--- src/pfcc_defines.vh ---
// constants for the parallel flash command controller
`ifndef PFCC_DEFINES_VH
`define PFCC_DEFINES_VH
// register offsets of the controller's own port (word index)
`define PFCC_REG_CTRL      4'h0
`define PFCC_REG_ADDR      4'h1
`define PFCC_REG_WDATA     4'h2
`define PFCC_REG_STATUS    4'h3
`define PFCC_REG_RDATA     4'h4
`define PFCC_REG_SECTOR    4'h5
// command codes written to ctrl bits [2:0]
`define PFCC_CMD_READ      3'h1
`define PFCC_CMD_WRITE     3'h2
`define PFCC_CMD_RESET     3'h3
`define PFCC_CMD_AUTOSEL   3'h4
`define PFCC_CMD_IDREAD    3'h5
// unlock cycle addresses and data, command codes (configurable)
`define PFCC_UNLOCK1_ADDR  17'h00555
`define PFCC_UNLOCK1_DATA  8'hAA
`define PFCC_UNLOCK2_ADDR  17'h002AA
`define PFCC_UNLOCK2_DATA  8'h55
`define PFCC_AUTOSEL_DATA  8'h90
`define PFCC_RESET_DATA    8'hF0
// autoselect low address values
`define PFCC_ID_MANUF      8'h00
`define PFCC_ID_DEVICE     8'h01
`define PFCC_ID_PROTECT    8'h02
// sector field position
`define PFCC_SECT_MSB      16
`define PFCC_SECT_LSB      14
// bus cycle timing
`define PFCC_CLK_PS        10000
`define PFCC_T_STROBE_PS   50000
`define PFCC_STROBE_CYC    ((`PFCC_T_STROBE_PS+`PFCC_CLK_PS-1)/`PFCC_CLK_PS)
`define PFCC_T_SETUP_PS    10000
`define PFCC_SETUP_CYC     ((`PFCC_T_SETUP_PS+`PFCC_CLK_PS-1)/`PFCC_CLK_PS)
`endif

--- src/pfcc_top.v ---
// host-side command controller driving a parallel flash through its pins
//
// Summary of operation
// flash floats data while output enable high
// upper three address bits select sector
// high-voltage id access is programmer only
// two unlocks plus autoselect enter id mode
// id reads: low byte 0 maker, 1 device
// low address 2 returns sector protect flag
// protected sectors refuse program and erase
// all sectors start unprotected
// strobe glitches under 5 ns are ignored
// write only with ce, we low, oe high
// power-up write strobes accept no command
// low supply rejects writes and resets flash
// wrong sequence write returns to array read
// address on later fall, data earlier rise
// array read after power-up and operations
// erase-suspended sectors read status data
// host writes reset after timeout or autoselect
// reset command returns to array read
// reset aborts erase sequence, not erasure
// reset aborts program sequence, not programming
// reset after timeout flag returns to read
// only reset leaves autoselect mode
// unlock and command codes are configurable
//
// Strobed register access and the address map were decided locally.
`timescale 1ns/1ps
`default_nettype none
`include "pfcc_defines.vh"
module pfcc_top (
  // clock and reset
  input  wire        clk_in,
  input  wire        reset_n_in,
  // software register port
  input  wire [3:0]  reg_addr_in,
  input  wire [31:0] reg_wdata_in,
  input  wire        reg_write_in,
  input  wire        reg_read_in,
  output reg  [31:0] reg_rdata_out,
  // flash pins
  output wire        chip_enable_n_out,
  output wire        output_enable_n_out,
  output wire        write_enable_n_out,
  output wire [16:0] flash_addr_out,
  output wire [7:0]  data_bus_out,
  output wire        data_bus_oe_out,
  input  wire [7:0]  data_bus_in
);
  ////////////////////////////////////////////////////////////////////////
  // declarations
  localparam [4:0] ST_IDLE = 5'h01;   // waiting for a command
  localparam [4:0] ST_ISSUE = 5'h02;  // start one bus cycle
  localparam [4:0] ST_WAIT = 5'h04;   // wait for bus cycle done
  localparam [4:0] ST_NEXT = 5'h08;   // step in a multi-cycle sequence
  localparam [4:0] ST_FIN = 5'h10;    // finish the command
  reg [4:0]  state;        // one-hot controller state
  reg [16:0] addr_reg;     // target flash address
  reg [7:0]  wdata_reg;    // data for raw write
  reg [2:0]  cmd;          // active command
  reg [1:0]  step;         // position in unlock sequence
  reg        busy;         // a command is running
  reg        autosel;      // flash believed in autoselect mode
  reg        done_flag;    // sticky: last command completed
  reg [7:0]  rdata_reg;    // last read byte
  reg [7:0]  protect_map;  // id-read protect results by sector
  reg        bus_start;    // pulse to cycle engine
  reg        bus_write;    // cycle kind
  reg [16:0] bus_addr;     // cycle address
  reg [7:0]  bus_wdata;    // cycle data
  wire       bus_done;     // cycle finished
  wire [7:0] bus_rdata;    // cycle read data
  reg [31:0] next_rdata;   // register read mux
  // sector number of an address
  function [2:0] pfcc_sector;
    input [16:0] a;
    begin
      pfcc_sector = a[`PFCC_SECT_MSB:`PFCC_SECT_LSB];
    end
  endfunction
  ////////////////////////////////////////////////////////////////////////
  // bus cycle engine
  pfcc_bus_cycle u_cycle (
    .clk_in              (clk_in),
    .reset_n_in          (reset_n_in),
    .start_in            (bus_start),
    .write_in            (bus_write),
    .addr_in             (bus_addr),
    .wdata_in            (bus_wdata),
    .done_out            (bus_done),
    .rdata_out           (bus_rdata),
    .chip_enable_n_out   (chip_enable_n_out),
    .output_enable_n_out (output_enable_n_out),
    .write_enable_n_out  (write_enable_n_out),
    .addr_out            (flash_addr_out),
    .data_bus_out        (data_bus_out),
    .data_bus_oe_out     (data_bus_oe_out),
    .data_bus_in         (data_bus_in)
  );
  ////////////////////////////////////////////////////////////////////////
  // command sequencer
  always @(posedge clk_in or negedge reset_n_in) begin
    if (!reset_n_in) begin
      // strobes held high from reset so no power-up write
      state <= ST_IDLE;
      addr_reg <= 17'h00000;
      wdata_reg <= 8'h00;
      cmd <= 3'h0;
      step <= 2'h0;
      busy <= 1'b0;
      autosel <= 1'b0;
      done_flag <= 1'b0;
      rdata_reg <= 8'h00;
      protect_map <= 8'h00;
      bus_start <= 1'b0;
      bus_write <= 1'b0;
      bus_addr <= 17'h00000;
      bus_wdata <= 8'h00;
    end else begin
      bus_start <= 1'b0;
      // software clear of done; completion below wins
      if (reg_write_in && reg_addr_in == `PFCC_REG_STATUS &&
          reg_wdata_in[0]) begin
        done_flag <= 1'b0;
      end
      if (reg_write_in && reg_addr_in == `PFCC_REG_ADDR) begin
        addr_reg <= reg_wdata_in[16:0];
      end
      if (reg_write_in && reg_addr_in == `PFCC_REG_WDATA) begin
        wdata_reg <= reg_wdata_in[7:0];
      end
      case (state)
        ST_IDLE: begin
          // commands while busy are ignored by the idle-only accept
          if (reg_write_in && reg_addr_in == `PFCC_REG_CTRL) begin
            cmd <= reg_wdata_in[2:0];
            step <= 2'h0;
            busy <= 1'b1;
            state <= ST_ISSUE;
          end
        end
        ST_ISSUE: begin
          bus_start <= 1'b1;
          case (cmd)
            `PFCC_CMD_READ, `PFCC_CMD_IDREAD: begin
              // id select bits ride on addr_reg; no high-voltage pin
              bus_write <= 1'b0;
              bus_addr <= addr_reg;
            end
            `PFCC_CMD_WRITE: begin
              // raw write, used for program and erase sequences
              bus_write <= 1'b1;
              bus_addr <= addr_reg;
              bus_wdata <= wdata_reg;
            end
            `PFCC_CMD_RESET: begin
              // address is don't-care
              bus_write <= 1'b1;
              bus_addr <= addr_reg;
              bus_wdata <= `PFCC_RESET_DATA;
            end
            `PFCC_CMD_AUTOSEL: begin
              // two unlock cycles then autoselect code
              bus_write <= 1'b1;
              case (step)
                2'h0: begin
                  bus_addr <= `PFCC_UNLOCK1_ADDR;
                  bus_wdata <= `PFCC_UNLOCK1_DATA;
                end
                2'h1: begin
                  bus_addr <= `PFCC_UNLOCK2_ADDR;
                  bus_wdata <= `PFCC_UNLOCK2_DATA;
                end
                default: begin
                  bus_addr <= `PFCC_UNLOCK1_ADDR;
                  bus_wdata <= `PFCC_AUTOSEL_DATA;
                end
              endcase
            end
            default: begin
              // unknown code: nothing on the pins
              bus_start <= 1'b0;
            end
          endcase
          state <= (cmd >= `PFCC_CMD_READ && cmd <= `PFCC_CMD_IDREAD) ?
                   ST_WAIT : ST_FIN;
        end
        ST_WAIT: begin
          if (bus_done) begin
            state <= ST_NEXT;
          end
        end
        ST_NEXT: begin
          if (cmd == `PFCC_CMD_AUTOSEL && step != 2'h2) begin
            step <= step + 2'h1;
            state <= ST_ISSUE;
          end else begin
            state <= ST_FIN;
          end
        end
        ST_FIN: begin
          if (cmd == `PFCC_CMD_READ || cmd == `PFCC_CMD_IDREAD) begin
            rdata_reg <= bus_rdata;
          end
          // protect readout: low byte 2 answers 1 or 0
          if (cmd == `PFCC_CMD_IDREAD && autosel &&
              addr_reg[7:0] == `PFCC_ID_PROTECT) begin
            protect_map[pfcc_sector(addr_reg)] <= bus_rdata[0];
          end
          if (cmd == `PFCC_CMD_AUTOSEL) begin
            autosel <= 1'b1;
          end
          if (cmd == `PFCC_CMD_RESET) begin
            autosel <= 1'b0;
          end
          busy <= 1'b0;
          done_flag <= 1'b1;
          state <= ST_IDLE;
        end
        default: begin
          state <= ST_IDLE;
        end
      endcase
    end
  end
  ////////////////////////////////////////////////////////////////////////
  // register read mux
  always @* begin
    next_rdata = 32'h00000000;
    case (reg_addr_in)
      `PFCC_REG_CTRL:   next_rdata = {29'h0, cmd};
      `PFCC_REG_ADDR:   next_rdata = {15'h0, addr_reg};
      `PFCC_REG_WDATA:  next_rdata = {24'h0, wdata_reg};
      `PFCC_REG_STATUS: next_rdata = {29'h0, autosel, busy, done_flag};
      `PFCC_REG_RDATA:  next_rdata = {24'h0, rdata_reg};
      `PFCC_REG_SECTOR: next_rdata = {24'h0, protect_map};
      default:          next_rdata = 32'h00000000;
    endcase
  end
  // read data valid the cycle after the strobe only
  always @(posedge clk_in or negedge reset_n_in) begin
    if (!reset_n_in) begin
      reg_rdata_out <= 32'h00000000;
    end else if (reg_read_in) begin
      reg_rdata_out <= next_rdata;
    end else begin
      reg_rdata_out <= 32'h00000000;
    end
  end
endmodule
`default_nettype wire

--- src/pfcc_bus_cycle.v ---
// one strobe-level bus cycle engine toward the flash pins
`timescale 1ns/1ps
`default_nettype none
`include "pfcc_defines.vh"
module pfcc_bus_cycle (
  // clock and reset
  input  wire        clk_in,
  input  wire        reset_n_in,
  // request side
  input  wire        start_in,
  input  wire        write_in,
  input  wire [16:0] addr_in,
  input  wire [7:0]  wdata_in,
  output reg         done_out,
  output reg  [7:0]  rdata_out,
  // flash pins
  output reg         chip_enable_n_out,
  output reg         output_enable_n_out,
  output reg         write_enable_n_out,
  output reg  [16:0] addr_out,
  output reg  [7:0]  data_bus_out,
  output reg         data_bus_oe_out,
  input  wire [7:0]  data_bus_in
);
  localparam [3:0] ST_IDLE = 4'h1;
  localparam [3:0] ST_SET  = 4'h2;
  localparam [3:0] ST_STB  = 4'h4;
  localparam [3:0] ST_HOLD = 4'h8;
  localparam integer SET_I = `PFCC_SETUP_CYC;   // setup length, cycles
  localparam integer STB_I = `PFCC_STROBE_CYC;  // strobe length, cycles
  // counts are small; cut to the counter width on purpose
  localparam [3:0] SET_N   = SET_I[3:0];
  localparam [3:0] STB_N   = STB_I[3:0];
  reg [3:0] state;         // one-hot phase
  reg [3:0] cnt;           // phase cycle count
  reg       is_wr;         // current cycle is a write
  ////////////////////////////////////////////////////////////////////////
  // sequencer: setup, strobe, hold; strobes last far beyond 5 ns
  always @(posedge clk_in or negedge reset_n_in) begin
    if (!reset_n_in) begin
      state <= ST_IDLE;
      cnt <= 4'h0;
      is_wr <= 1'b0;
      done_out <= 1'b0;
      rdata_out <= 8'h00;
      chip_enable_n_out <= 1'b1;
      output_enable_n_out <= 1'b1;
      write_enable_n_out <= 1'b1;
      addr_out <= 17'h00000;
      data_bus_out <= 8'h00;
      data_bus_oe_out <= 1'b0;
    end else begin
      done_out <= 1'b0;
      case (state)
        ST_IDLE: begin
          if (start_in) begin
            // address stable before any strobe falls
            addr_out <= addr_in;
            data_bus_out <= wdata_in;
            is_wr <= write_in;
            // never drive data while flash may output
            output_enable_n_out <= 1'b1;
            cnt <= 4'h0;
            state <= ST_SET;
          end
        end
        ST_SET: begin
          // drive data only for writes, with oe high
          data_bus_oe_out <= is_wr;
          if (cnt + 4'h1 >= SET_N) begin
            cnt <= 4'h0;
            chip_enable_n_out <= 1'b0;
            // write: ce and we low, oe high; read: oe low, we high
            write_enable_n_out <= ~is_wr;
            output_enable_n_out <= is_wr;
            state <= ST_STB;
          end else begin
            cnt <= cnt + 4'h1;
          end
        end
        ST_STB: begin
          if (cnt + 4'h1 >= STB_N) begin
            cnt <= 4'h0;
            // we rises first so data latch happens with data held
            write_enable_n_out <= 1'b1;
            output_enable_n_out <= 1'b1;
            if (!is_wr) begin
              rdata_out <= data_bus_in;
            end
            state <= ST_HOLD;
          end else begin
            cnt <= cnt + 4'h1;
          end
        end
        ST_HOLD: begin
          chip_enable_n_out <= 1'b1;
          data_bus_oe_out <= 1'b0;
          done_out <= 1'b1;
          state <= ST_IDLE;
        end
        default: begin
          state <= ST_IDLE;
        end
      endcase
    end
  end
endmodule
`default_nettype wire

--- config.mk ---
export PLATFORM = sky130hd
export DESIGN_NAME = pfcc_top
export DESIGN_NICKNAME = d
export VERILOG_FILES = /design/src/pfcc_top.v /design/src/pfcc_bus_cycle.v
export VERILOG_INCLUDE_DIRS = /design/src
export SDC_FILE = /design/constraint.sdc
export NUM_CORES = 1
export LEC_CHECK = 0
export ABC_AREA = 1
export CAP_MARGIN = 15
export CELL_PAD_IN_SITES_DETAIL_PLACEMENT = 1
export CELL_PAD_IN_SITES_GLOBAL_PLACEMENT = 2
export CORE_ASPECT_RATIO = 1.5
export CORE_MARGIN = 2
export CORE_UTILIZATION = 39
export DETAILED_ROUTE_END_ITERATION = 12
export DONT_BUFFER_PORTS = 1
export GPL_TIMING_DRIVEN = 0
export PLACE_DENSITY = 0.79
export SYNTH_ARGS = -nofsm -noshare
export SYNTH_HDL_FRONTEND = slang
export SYNTH_SLANG_ARGS = --single-unit
--- constraint.sdc ---
create_clock -name clk_in -period 2.1 [get_ports clk_in]
set_clock_uncertainty 0.2 [all_clocks]
set_input_delay 0.21 -clock clk_in [delete_from_list [all_inputs] [get_ports clk_in]]
set_output_delay 0.21 -clock clk_in [all_outputs]
set_load 0.01 [all_outputs]
After elaboration in Yosys (flattened, before gate mapping) --
Index checks and enable logic that the tools add are counted.
Storage, ports and cells: logic and storage cells 151, output and inout bits 61, bits of input ports 48, flip-flop bits (word level) 160
Cells by class: equality and inequality tests 28, order comparisons 6, add/subtract/negate cells 2, reductions and logical operators 44, mux-type cells 44, bitwise operators 1
Operators by type and width (count):
- $pmux W17 S6 | 1
- $pmux W17 S2 | 1
- $mux W32 | 1
- $mux W4 | 6
- $pmux W4 S3 | 2
- $pmux W8 S3 | 1
- $reduce_and A2 Y1 | 12
- $mux W5 | 4
- $pmux W5 S4 | 1
- $pmux W8 S2 | 1
- $reduce_bool A2 Y1 | 8
- $mux W1 | 14
- $eq A4 B2 Y1 const B | 3
- $eq A4 B3 Y1 const B | 3
- $reduce_and A3 Y1 | 4
- $mux W11 | 1
- $logic_and A1 B1 Y1 | 10
- $pmux W1 S2 | 5
- $bwmux W8 | 1
- $eq A4 B1 Y1 const B | 2
- $eq A8 B2 Y1 const B | 1
- $ne A2 B2 Y1 const B | 4
- $eq A3 B2 Y1 const B | 2
- $eq A3 B3 Y1 const B | 2
- 30 further kinds | 35

Logic depth before layout (Yosys ltp) --
word-level depth 5, gate-level depth with buffers 11, gate-level depth less buffers 10

Cells and area by module --
Synthesis repeated with hierarchy kept, for this count alone.
Second synthesis, totals: cells, all modules 798, area total of the unflattened synthesis 6759.0 µm²
Modules (own cells, without submodules):
- pfcc_top | instances 1, seq. area each 2453.6 µm², area each 4745.8 µm², cells each 577
- pfcc_bus_cycle | instances 1, seq. area each 1181.1 µm², area each 2013.2 µm², cells each 221

Least setup slack after synthesis --
Ideal clock, no wire load.
path type register to register, start reg u_cycle.state[0], end reg u_cycle.addr_out[10], arrival 1467 ps, slack 308 ps, path buffers 1, clock period less this slack 1792 ps, required time 1775 ps, cell stages (with the launch flop) 7, library setup time 125 ps, cell sequence dfstp_2 inv_1 nor2_1 nand2_1 nor2_4 buf_6 mux2_2
Between the ends: longest elaborated chain between the ends 2
RTL lines:
- start, declared | RTL line pfcc_bus_cycle.v:34 | reg [3:0] state;
- start signal, assigned | RTL line pfcc_bus_cycle.v:41 | state <= ST_IDLE;
- start signal, assigned | RTL line pfcc_bus_cycle.v:64 | state <= ST_SET;
- start signal, assigned | RTL line pfcc_bus_cycle.v:76 | state <= ST_STB;
- $eq A4 B1 Y1 | RTL line pfcc_bus_cycle.v:54 | case (state)
- $reduce_and A2 Y1 (no source line)
- end signal, assigned | RTL line pfcc_bus_cycle.v:58 | addr_out <= addr_in;
- end, declared | RTL line pfcc_bus_cycle.v:20 | output reg [16:0] addr_out,
Every way passes these cells. A chain may end at the register's enable or synchronous reset.

Final worst setup path --
start in reg_addr_in[1], end reg addr_reg[11]
Between the ends: longest elaborated chain between the ends 2
RTL lines:
- start, declared | RTL line pfcc_top.v:37 | input wire [3:0] reg_addr_in,
- $eq A4 B1 Y1
- $logic_and A1 B1 Y1 (no source line)
- end signal, assigned | RTL line pfcc_top.v:128 | addr_reg <= reg_wdata_in[16:0];
- end, declared | RTL line pfcc_top.v:59 | reg [16:0] addr_reg;
Every way passes these cells.

==> summary.md <==
| Metric | Value |
|---|---|
| Ys Warns | 0 |
| Initial antenna violation count | 0 |
| Num rows | 57 |
| Synth Cell Area | 6470 µm² |
| F_max | 501 MHz |
| Via density | 5.09 |
| IO Port Bufs | 0 |
| Yosys reg bits | 145 |
| Sequential share of the synthesized area | 56.2% |
| Total negative slack | 0 ns |
| Final Max Slew Viols | 0 |
| Most used DFF post-synth | dfrtp_1 |
| Total number of vias | 4,989 |
| Ys async rst share | 100% |
| Post-Synthesis Cells | 693 |
| DRT Pass-1 Iters | 5 |
| Reg2reg path depth | 6 |
| Core area | 16,200 µm² |
| Number of nets still failing antenna checks after routing | 0 |
| Tightest Pin Transition | 0.554 ns |
| Ant diodes | 0 |
| TritonCTS Buffers | 17 |
| CTS tree | built |
| Top-area cell type share of the netlist area | 54.1% |
| Critical path startpoint category | primary input |
| Power density over cell area | 1130 nW/µm² |
| Clock Sinks | 145 |
| Final Hold Vio Count | 145 |
| RR Endpoint | u_cycle.data_bus_out[6] |
| Placed Area | 6780 µm² |
| Clock slew at reported path FFs | 0.07 ns |
| Die span in y | 162 µm |
| Count of different cell masters after synthesis | 37 |
| CP Capture Type | flop |
| Launching point of the worst reg2reg path | u_cycle.state[0] |
| Global-route wire length before repair | 28,200 µm |
| GPL Wtd Cong | 0.891 |
| Worst-skew pair later-pin latency | 0.42 ns |
| IO Pins | 109 |
| Worst EP required | 2.20 ns |
| Largest net degree at the start of global routing | 146 |
| Total Wirelength | 17,500 µm |
| RSZ-0062 raised after global routing | false |
| Share of cells above drive strength 1 | 15.4% |
| H-tree depth | 4 |
| GRT Resource Usage Total | 20.9% |
| Status | complete, but fails checks |
| Crit path max fanout | 10 |
| Fin area | 7760 µm² |
| Slew HR | 63.1% |
| Failing checks | negative hold slack |
| Vias in the first global route | 5,399 |
| Horiz. Die Dim | 109 µm |
| Fin crit share | 95.0% |
| CP startpoint | reg_addr_in[1] |
| Worst vdd ir | 0.466 mV |
| Leak Pwr | 3.91 nW |
| R2r setup slk | 0.14 ns |
| Final setup violation count | 0 |
| Initial DRC count | 301 |
| Largest area contributor in the netlist | dfrtp_1 |
| Die Area | 17,700 µm² |
| Critical path class | primary input to flop |
| Max Cap Viol | 0 |
| # DRC | 0 |
| Number of synthesized flops with an enable pin | 0 |
| Synth Area per Inst | 9.34 µm² |
| Hold buffer count at cts | 33 |
| Net count, final | 818 |
| Final min period | 2.00 ns |
| Clk root buf | clkbuf_16 |
| GR Overflow Total | 0 |
| Arr. time, crit path | 2.10 ns |
| Total power | 8.74 mW |
| HPWL after DPL | 12,700 µm |
| Worst Hold Class | primary input to async pin |
| WHS | -0.716 ns |
| Routed length per instance | 17.9 µm |
| Longest Clk Path Bufs | 2 |
| Area grow syn2layout | 19.9% |
| Initial Util | 40.0% |
| Synth area leaders | dfrtp_1, nand2_1, o21ai_0, mux2_2, inv_1 |
placed cells by master, fill, tap and decap left out, drive strengths merged:
cell type and count:
clkinvlp 4, clkinv 3, o211ai 6, nor3 11, conb 15, nand2 171
o22ai 1, a21oi 17, buf 32, clkbuf 23, o31ai 1, ha 8
or2 3, mux2 28, dlygate4sd3 33, inv 81, bufinv 2, dfrtp 140
nor2 50, nand3 37, nand4 28, dfstp 5, o21a 1, o21ai 75
Yosys cell counts (2+ instances only):
library cell,number
a21oi_1,16
buf_2,5
buf_4,18
buf_6,5
clkbuf_1,5
dfrtp_1,140
dfstp_2,5
ha_1,8
inv_1,71
inv_2,3
mux2_2,25
mux2_4,2
nand2_1,169
nand2_2,2
nand3_1,35
nand3_2,2
nand4_1,27
nor2_1,42
nor2_2,2
nor2_4,5
nor3_1,11
o211ai_1,6
o21ai_0,72
o21ai_1,3
or2_2,2
layer usage:
layer | share of wire, % | track usage, %
met5 | 0 | 0
met4 | 3.8 | 9.61
met3 | 3.4 | 4.25
met2 | 54 | 37.9
met1 | 39 | 23.0
what timing repair did:
action	in CTS	in global routing
setup buffers	1	2
endpoints found under the setup margin	8	33
gates resized for setup	0	8
pin swaps	1	2
hold endpoints to repair	192	145
report_power, final:
group | switching [mW] | internal (mW)
logic | 0.948 | 0.644
registers | 0.569 | 3.48
clock network | 1.32 | 1.79
total | 2.83 | 5.91
layout make-up:
class	count	area, µm²
multi-input cells	452	2380
well taps	206	258
clock buffers	17	425
flip-flops and latches	145	3630
fillers	1849	8430
repair buffers	36	353
plain buffers	35	250
inverters	75	287
clock inverters	15	174
stage by stage:
step	utilization (%)	cells	setup slack, ns
2_1_floorplan	-	707	0.308
3_3_place_gp	41.9	913	0.0640
3_5_place_dp	41.9	913	-0.0266
4_1_cts	47.7	979	0.0236
5_1_grt	47.9	981	0.00470
6_report	47.9	981	0.105
critical path, cell delays in order:
cell,delay [ns]
dlygate4sd3_1,0.55
buf_6,0.15
nor2_8,0.20
nand3_4,0.14
mux2_2,0.29
dlygate4sd3_1,0.55
cells by family (layout without fill, tap and decap cells):
kind of cell	count (synthesis)	in the layout	synth area share (%)
buffers and inverters	110	178	8.16
AO/OA/AOI/OAI	101	101	8.31
adder cells (fa/ha/maj)	8	8	1.55
AND/OR/NAND/NOR	300	300	20.8
multiplexers	28	28	4.99
other	1	15	0.0579
flip-flops	145	145	56.2
worst max-delay path by stage:
stage	slack [ns]	depth (start not counted)	to
2_1_floorplan	0.31	6	u_cycle.addr_out[10]
3_3_place_gp	0.06	10	u_cycle.rdata_out[6]
3_5_place_dp	-0.03	11	u_cycle.rdata_out[7]
4_1_cts	0.02	6	rdata_reg[3]
5_1_grt	0.005	6	u_cycle.data_bus_out[5]
6_report	0.10	6	addr_reg[11]
Power figures use the tool's default switching activity.
